## src/inc/csu_pkg.sv

```systemverilog
// ************************************************************
// code security unlock constants
// ************************************************************
package csu_pkg;
  // password and key geometry
  localparam int CSU_WORD_W = 16;                 // flash word width
  localparam int CSU_PWD_WORDS = 8;               // words in the password
  localparam int CSU_KEY_W = 128;                 // key and password width
  localparam int CSU_EMU_W = 64;                  // low part used by the emulation guard
  localparam int CSU_ADDR_W = 22;                 // word address width
  // fixed wait states for password fetches, whatever the flash setting
  localparam int CSU_PWD_WAIT = 16;
  localparam logic [4:0] CSU_PWD_WAIT_LAST = 5'(CSU_PWD_WAIT - 1);
  // password location
  localparam logic [21:0] CSU_PWD_LO = 22'h3F7FF8;
  localparam logic [21:0] CSU_PWD_HI = 22'h3F7FFF;
  // protected regions, plain defaults where no address is fixed
  localparam logic [21:0] CSU_FLASH_LO = 22'h3D8000;
  localparam logic [21:0] CSU_FLASH_HI = 22'h3F7FFF;
  localparam logic [21:0] CSU_OTP_LO = 22'h3D7800;
  localparam logic [21:0] CSU_OTP_HI = 22'h3D7BFF;
  localparam logic [21:0] CSU_SRAM0_LO = 22'h008000;
  localparam logic [21:0] CSU_SRAM0_HI = 22'h0087FF;
  localparam logic [21:0] CSU_SRAM1_LO = 22'h008800;
  localparam logic [21:0] CSU_SRAM1_HI = 22'h008BFF;
  // boot mode code of the looping wait option
  localparam logic [1:0] CSU_BOOT_WAIT = 2'h2;

  // inclusive address window test
  function automatic logic csu_in_range(input logic [21:0] a, input logic [21:0] lo,
                                        input logic [21:0] hi);
    csu_in_range = (a >= lo) && (a <= hi);
  endfunction : csu_in_range
endpackage : csu_pkg

```

## src/inc/csu_pwd_if.sv

```systemverilog
// ************************************************************
// password fetch carrier between the lock and the fetch engine
// ************************************************************
interface csu_pwd_if;
  logic done;            // password fully fetched
  logic [127:0] pwd;     // fetched password, word 0 in the low bits
  modport eng (output done, output pwd);
  modport user (input done, input pwd);
endinterface : csu_pwd_if

```

## src/design/csu_lock.sv

```systemverilog
// How it works
// - flash, otp, shared sram zero/one refused locked
// - password 128 bits, fetched with 16 waits
// - locked: no debug, outside-code, loader reads
// - full unlock needs all 128 key bits match
// - emulator plus guarded access cuts the link
// - low 64 match allows emulation, reads protected
// - low 64 all ones needs no key
// - password at top words; zeros lock forever
// - no hold-in-reset; boot loop used instead
// - wait boot is mode 2, pins 1,0, trst 0
module csu_lock
  import csu_pkg::*;
(
  input wire logic i_mclk,
  input wire logic i_rst_n,
  input wire logic i_acc_valid,
  input wire logic i_acc_rd,
  input wire logic i_acc_dbg,
  input wire logic i_acc_from_secure,
  input wire logic [21:0] i_acc_addr,
  output logic o_acc_grant,
  input wire logic i_key_wr,
  input wire logic [2:0] i_key_idx,
  input wire logic [15:0] i_key_data,
  output logic o_fl_req,
  output logic [21:0] o_fl_addr,
  input wire logic [15:0] i_fl_data,
  input wire logic i_emu_conn,
  input wire logic i_boot_pin_a,
  input wire logic i_boot_pin_b,
  input wire logic i_trst,
  output logic o_emu_cut,
  output logic o_boot_wait,
  output logic [1:0] o_boot_mode,
  output logic o_locked,
  output logic o_emu_unlocked,
  output logic o_pwd_ready
);
  // ************************************************************
  // declarations
  // ************************************************************
  csu_pwd_if pif ();                         // password from the fetch engine
  logic [15:0] key_r [CSU_PWD_WORDS];        // key words
  logic [15:0] key_nxt [CSU_PWD_WORDS];
  logic [127:0] key_flat;                    // key as one vector
  logic [7:0] rd_seen_r, rd_seen_nxt;        // password words read by software
  logic rd_all;                              // every password word read
  logic unl_r, unl_nxt;                      // full unlock
  logic emu_unl_r, emu_unl_nxt;              // emulation unlock
  logic cut_r, cut_nxt;                      // emulation link cut
  logic [3:0] pin_s1_r, pin_s2_r;            // pin synchroniser
  logic [1:0] mode_r, mode_nxt;              // boot mode code
  logic bwait_r, bwait_nxt;                  // wait boot selected
  logic sec_hit, grd_hit, pwd_hit;           // address decode
  logic emu_s;                               // synced emulator present

  // word-by-word equality over the low n words
  function automatic logic csu_match(input logic [127:0] a, input logic [127:0] b,
                                     input int n);
    logic m;
    m = 1'b1;
    for (int i = 0; i < CSU_PWD_WORDS; i++) begin
      if (i < n && a[i*CSU_WORD_W +: CSU_WORD_W] != b[i*CSU_WORD_W +: CSU_WORD_W]) begin
        m = 1'b0;
      end
    end
    csu_match = m;
  endfunction : csu_match

  // ************************************************************
  // password fetch
  // ************************************************************
  csu_pwd_fetch u_fetch (
    .i_mclk(i_mclk),
    .i_rst_n(i_rst_n),
    .pif(pif.eng),
    .o_fl_req(o_fl_req),
    .o_fl_addr(o_fl_addr),
    .i_fl_data(i_fl_data)
  );

  // ************************************************************
  // pin synchroniser
  // ************************************************************
  // first stage feeds only the second
  always_ff @(posedge i_mclk or negedge i_rst_n) begin
    if (!i_rst_n) begin
      pin_s1_r <= 4'h0;
      pin_s2_r <= 4'h0;
    end else begin
      pin_s1_r <= {i_trst, i_boot_pin_a, i_boot_pin_b, i_emu_conn};  // mode msb is pin a
      pin_s2_r <= pin_s1_r;
    end
  end
  assign emu_s = pin_s2_r[0];

  // ************************************************************
  // decode
  // ************************************************************
  // protected regions and password window
  always_comb begin
    grd_hit = csu_in_range(i_acc_addr, CSU_FLASH_LO, CSU_FLASH_HI) ||
              csu_in_range(i_acc_addr, CSU_OTP_LO, CSU_OTP_HI) ||
              csu_in_range(i_acc_addr, CSU_SRAM0_LO, CSU_SRAM0_HI);
    sec_hit = grd_hit || csu_in_range(i_acc_addr, CSU_SRAM1_LO, CSU_SRAM1_HI);
    pwd_hit = csu_in_range(i_acc_addr, CSU_PWD_LO, CSU_PWD_HI);
  end

  // grant: open space always, secure space when unlocked or own code
  always_comb begin
    o_acc_grant = 1'b0;
    if (i_acc_valid) begin
      if (!sec_hit || unl_r) begin
        o_acc_grant = 1'b1;
      end else if (i_acc_from_secure && !i_acc_dbg) begin
        o_acc_grant = 1'b1;
      end
    end
  end

  // ************************************************************
  // key and unlock
  // ************************************************************
  always_comb begin
    for (int i = 0; i < CSU_PWD_WORDS; i++) begin
      key_flat[i*CSU_WORD_W +: CSU_WORD_W] = key_r[i];
    end
  end
  assign rd_all = &rd_seen_r;

  // next values of key, read tracking and lock state
  always_comb begin
    key_nxt = key_r;
    rd_seen_nxt = rd_seen_r;
    if (i_key_wr) begin
      key_nxt[i_key_idx] = i_key_data;
    end
    if (i_acc_valid && i_acc_rd && pwd_hit) begin
      rd_seen_nxt[i_acc_addr[2:0]] = 1'b1;
    end
    // full unlock: fetched, all read, nonzero password, whole key matches
    unl_nxt = pif.done && rd_all && (pif.pwd != 128'h0) &&
              csu_match(key_flat, pif.pwd, CSU_PWD_WORDS);
    // emulation unlock: low half erased, or low half of the key matches
    emu_unl_nxt = pif.done && rd_all && (pif.pwd != 128'h0) &&
                  ((pif.pwd[CSU_EMU_W-1:0] == {CSU_EMU_W{1'b1}}) ||
                   csu_match(key_flat, pif.pwd, CSU_EMU_W / CSU_WORD_W));
    // guard trips on a guarded access with the emulator present and no emulation unlock
    cut_nxt = cut_r;
    if (!emu_s) begin
      cut_nxt = 1'b0;
    end else if (i_acc_valid && grd_hit && !emu_unl_r) begin
      cut_nxt = 1'b1;
    end
  end

  always_ff @(posedge i_mclk or negedge i_rst_n) begin
    if (!i_rst_n) begin
      for (int i = 0; i < CSU_PWD_WORDS; i++) begin
        key_r[i] <= 16'h0000;
      end
      rd_seen_r <= 8'h00;
      unl_r <= 1'b0;
      emu_unl_r <= 1'b0;
      cut_r <= 1'b0;
    end else begin
      key_r <= key_nxt;
      rd_seen_r <= rd_seen_nxt;
      unl_r <= unl_nxt;
      emu_unl_r <= emu_unl_nxt;
      cut_r <= cut_nxt;
    end
  end

  // ************************************************************
  // boot mode capture
  // ************************************************************
  // no hold-in-reset: the wait boot loop is flagged instead
  always_comb begin
    mode_nxt = pin_s2_r[2:1];
    bwait_nxt = (pin_s2_r[2:1] == CSU_BOOT_WAIT) && !pin_s2_r[3];
  end

  always_ff @(posedge i_mclk or negedge i_rst_n) begin
    if (!i_rst_n) begin
      mode_r <= 2'h0;
      bwait_r <= 1'b0;
    end else begin
      mode_r <= mode_nxt;
      bwait_r <= bwait_nxt;
    end
  end

  assign o_locked = !unl_r;
  assign o_emu_unlocked = emu_unl_r;
  assign o_emu_cut = cut_r;
  assign o_boot_mode = mode_r;
  assign o_boot_wait = bwait_r;
  assign o_pwd_ready = pif.done;
endmodule : csu_lock

```

## src/design/csu_pwd_fetch.sv

```systemverilog
// ************************************************************
// password fetch engine, fixed wait states
// ************************************************************
module csu_pwd_fetch
  import csu_pkg::*;
(
  input wire logic i_mclk,
  input wire logic i_rst_n,
  csu_pwd_if.eng pif,
  output logic o_fl_req,
  output logic [21:0] o_fl_addr,
  input wire logic [15:0] i_fl_data
);
  typedef enum logic [1:0] {FETCH, DONE} csu_fst_t;
  csu_fst_t st_r, st_nxt;               // engine state
  logic [2:0] idx_r, idx_nxt;           // word being fetched
  logic [4:0] cnt_r, cnt_nxt;           // wait-state counter
  logic [127:0] pwd_r, pwd_nxt;         // collected password

  // next-state: each word is held for the full wait count, then captured
  always_comb begin
    st_nxt = st_r;
    idx_nxt = idx_r;
    cnt_nxt = cnt_r;
    pwd_nxt = pwd_r;
    case (st_r)
      FETCH: begin
        if (cnt_r == CSU_PWD_WAIT_LAST) begin
          cnt_nxt = 5'h00;
          pwd_nxt[idx_r*CSU_WORD_W +: CSU_WORD_W] = i_fl_data;
          idx_nxt = idx_r + 3'h1;
          if (idx_r == 3'(CSU_PWD_WORDS - 1)) begin
            st_nxt = DONE;
          end
        end else begin
          cnt_nxt = cnt_r + 5'h01;
        end
      end
      DONE: begin
        st_nxt = DONE;
      end
      default: begin
        st_nxt = FETCH;
      end
    endcase
  end

  // registers only
  always_ff @(posedge i_mclk or negedge i_rst_n) begin
    if (!i_rst_n) begin
      st_r <= FETCH;
      idx_r <= 3'h0;
      cnt_r <= 5'h00;
      pwd_r <= 128'h0;
    end else begin
      st_r <= st_nxt;
      idx_r <= idx_nxt;
      cnt_r <= cnt_nxt;
      pwd_r <= pwd_nxt;
    end
  end

  assign o_fl_req = (st_r == FETCH);
  assign o_fl_addr = CSU_PWD_LO + {19'h0, idx_r};
  assign pif.done = (st_r == DONE);
  assign pif.pwd = pwd_r;
endmodule : csu_pwd_fetch

```

## config.mk

```make
export PLATFORM = sky130hd
export DESIGN_NAME = csu_lock
export DESIGN_NICKNAME = d
export VERILOG_FILES = /design/src/inc/csu_pkg.sv /design/src/inc/csu_pwd_if.sv /design/src/design/csu_lock.sv /design/src/design/csu_pwd_fetch.sv
export SDC_FILE = /design/constraint.sdc
export NUM_CORES = 1
export LEC_CHECK = 0
export BUFFER_PORTS_ARGS = -buffer_cell sky130_fd_sc_hd__buf_2
export CORE_MARGIN = 2
export CORE_UTILIZATION = 55
export DETAILED_ROUTE_END_ITERATION = 10
export GPL_ROUTABILITY_DRIVEN = 0
export PLACE_DENSITY = 0.83
export SKIP_CTS_REPAIR_TIMING = 1
export SLEW_MARGIN = 20
export SYNTH_ARGS = -nofsm -noshare
export SYNTH_HDL_FRONTEND = slang
export SYNTH_SLANG_ARGS = --single-unit
export TNS_END_PERCENT = 50
```

## constraint.sdc

```tcl
create_clock -name i_mclk -period 2.8 [get_ports i_mclk]
set_input_delay 0.7 -clock i_mclk [delete_from_list [all_inputs] [get_ports i_mclk]]
set_output_delay 0.7 -clock i_mclk [all_outputs]
set_load 0.01 [all_outputs]
```

==> flow_summary.yaml <==
worst_setup_path:
  crit_path_end_kind: "flip-flop"
  cp.arrival_ns: 2.86
  setup.worst_path.class: "flip-flop to flip-flop"
  crit_fanout: 16
  crit_required_ns: 3.27
  rrSetupSlack_ns: 0.41
  cp-start-kind: "flip-flop"
timing:
  rsz0062_at_grt: "no"
  relSlewSlack_pct: 53.3
  final_max_slew_viol_count: 0
  hold_viol: 0
  tns_ns: 0
  period_needed_ns: 2.39
  period_share_pct: 85.3
  worstMarginPinSlew_ns: 0.695
  clock.fmax_ghz: 0.419
  setup_viol_count_final: 0
  clock_skew_ns: 0.0377
clocking:
  clkSlewWorstSetupHoldPaths_ns: 0.06
  clock-sinks: 287
  cts_root_buf: "clkbuf_16"
  numCtsBuffers: 29
  clk_latency_ns: 0.57
  clock_tree.buffer_depth: 3
  ctsHtreeMaxLevel: 1
  cts_tree: "yes"
synthesis:
  synthTopCellsByArea: "dfrtp_1, mux2_2, xor2_1"
  synth_ff_type: "dfrtp_1"
  synth_edf_count: 0
  netlist.top_cell.by_area: "dfrtp_1"
  yosysWarningCount: 0
  yosys_register_bits: 287
  yosysSeqAreaShare_pct: 55.5
  avgSynthCellArea_um2: 11.9
  synth_area_mm2: 0.0129
  async_flop_share_pct: 100
  yosys.area.top_type_share_pct: 55.5
  synthDistinctLibCells: 47
  postSynthCellCount: 1089
final_layout:
  fillCellCount: 1754
  final_nets: 1263
  area_growth_pct: 14.1
  drive_gt1_share_pct: 27.1
  antennaDiodeCount: 0
route:
  postRouteAntennaNets: 0
  dr.pass1.iters: 5
  routedWlPerCell_um: 24.6
  viasPerCell: 6.17
  vias: 9423
  drc: 0
  drtIter0Drc: 1084
  wl_um: 37500
power_and_ir_drop:
  pwr_density_cell_mw_per_mm2: 707
  power_leakage_uw: 0.00652
  vdd_drop_max_uv: 396
  power_uw: 10400
worst_hold_path:
  worstHoldPathType: "input pin to asynchronous set/reset pin"
floorplanning:
  die_w_um: 157
  io_pins: 99
  die_h_um: 157
  dieArea_mm2: 0.0248
  start_util_pct: 55.6
  core_mm2: 0.0233
  rows: 56
grt:
  grt_overflow: 0
  grt_pass1_wl_um: 57300
  grt_use_total_pct: 31.4
  grt_start_max_net_pins: 76
  grt_pass1_vias: 9550
  antenna_found_initial: 0
outcome:
  outcome: "complete, no violations"
placement:
  port_buffers: 79
  dp_hpwl_um: 26200
job:
  maxCapViolCount: 0
==> stage by stage <==
stage / hold WS [ns] / setup slack [ns] / area, um^2 / util, % / instances
3_5_place_dp: 0.336 / 0.446 / 13700 / 58.9 / 1475
2_1_floorplan: 0.331 / 0.625 / 13000 / - / 1106
4_1_cts: 0.152 / 0.421 / 14800 / 63.5 / 1527
6_report: 0.125 / 0.412 / 14800 / 63.5 / 1527
5_1_grt: 0.167 / 0.219 / 14800 / 63.5 / 1527
3_3_place_gp: 0.334 / 0.413 / 13700 / 58.9 / 1475
==> area by class of cell <==
cell class	instances	area [um^2]	area share [%]
clock buffer	39	823	5.58
clock inverter	13	228	1.54
inverter	6	22.5	0.153
multi-input combinational	756	5450	36.9
sequential	287	7180	48.7
tap	319	399	2.70
timing repair buffer	107	653	4.42
==> cells in the mapped netlist, types with 3 or more instances <==
cell / instances
nand4b_1: 5
nand4_1: 38
nor3b_1: 3
o21bai_1: 8
mux2_2: 155
ha_1: 8
clkbuf_1: 10
nand2_1: 160
nor3_2: 4
inv_1: 6
nand3_1: 10
xor2_1: 128
o21ai_0: 100
dfrtp_1: 287
mux2_4: 4
buf_4: 23
o21a_1: 3
nor4_1: 73
buf_2: 22
nor2_1: 7
==> cell usage in the layout (no fill, tap or decap), types with 6 or more instances in the layout <==
master and instances:
dfrtp_1 287, nand2_1 160, mux2_2 155, xor2_1 128, o21ai_0 100, buf_2 78, nor4_1 73, nand4_1 38
clkbuf_16 29, buf_4 25, conb_1 19, nand3_1 10, o21bai_1 8, ha_1 8, nor2_1 7, inv_1 6
bufinv_16 6, clkbuf_8 6
==> flip-flops by register name, summed over array words and instances (netlist names), 2 cells and up <==
signal	flops
pin_s2_r	4
o_boot_mode	2
rd_seen_r	8
u_fetch.pif.pwd	128
key_flat	128
pin_s1_r	4
u_fetch.idx_r	3
u_fetch.cnt_r	5
==> report_power, final <==
group | switching (uW) | internal, uW
registers | 380 | 4610
clock network | 1650 | 2610
logic | 599 | 587
==> final timing paths <==
kind	end	depth (start not counted)	startpoint
setup / recovery	u_fetch.pif.pwd[42]	7	u_fetch.idx_r[0]
hold / removal	u_fetch.pif.pwd[69]	1	i_rst_n
setup reg to reg	u_fetch.pif.pwd[42]	7	u_fetch.idx_r[0]
hold reg to reg	pin_s2_r[2]	0	pin_s1_r[2]
max in group asynchronous	key_flat[72]	2	i_rst_n
min in group i_mclk	pin_s1_r[0]	1	i_emu_conn
==> critical path, cell delays in order, from the launching register on <==
cell	delay (ns)
dfrtp_1	0.47
inv_1	0.17
ha_1	0.23
ha_1	0.26
nor2_1	0.17
and2_1	0.59
nand2_1	0.17
o21ai_0	0.23
==> layer usage <==
layer	vias up	global-route usage, %	wire length, um
met5	-	0	0
li1	4020	-	-
met2	612	48.8	16900
met3	156	7.43	4390
met1	4635	41.3	14100
met4	0	16.3	2140
==> cell families (layout without fill, tap and decap cells) <==
logic type	Yosys count	count (layout)	share of synthesized area [%]
buffers and inverters	63	165	2.82
flip-flops	287	287	55.5
AO/OA/AOI/OAI	120	120	4.98
other	2	19	0.0580
XOR/XNOR	130	130	8.80
AND/OR/NAND/NOR	319	319	13.0
multiplexers	160	160	14.0
adder cells (fa/ha/maj)	8	8	0.774
Power figures use the tool's default switching activity.
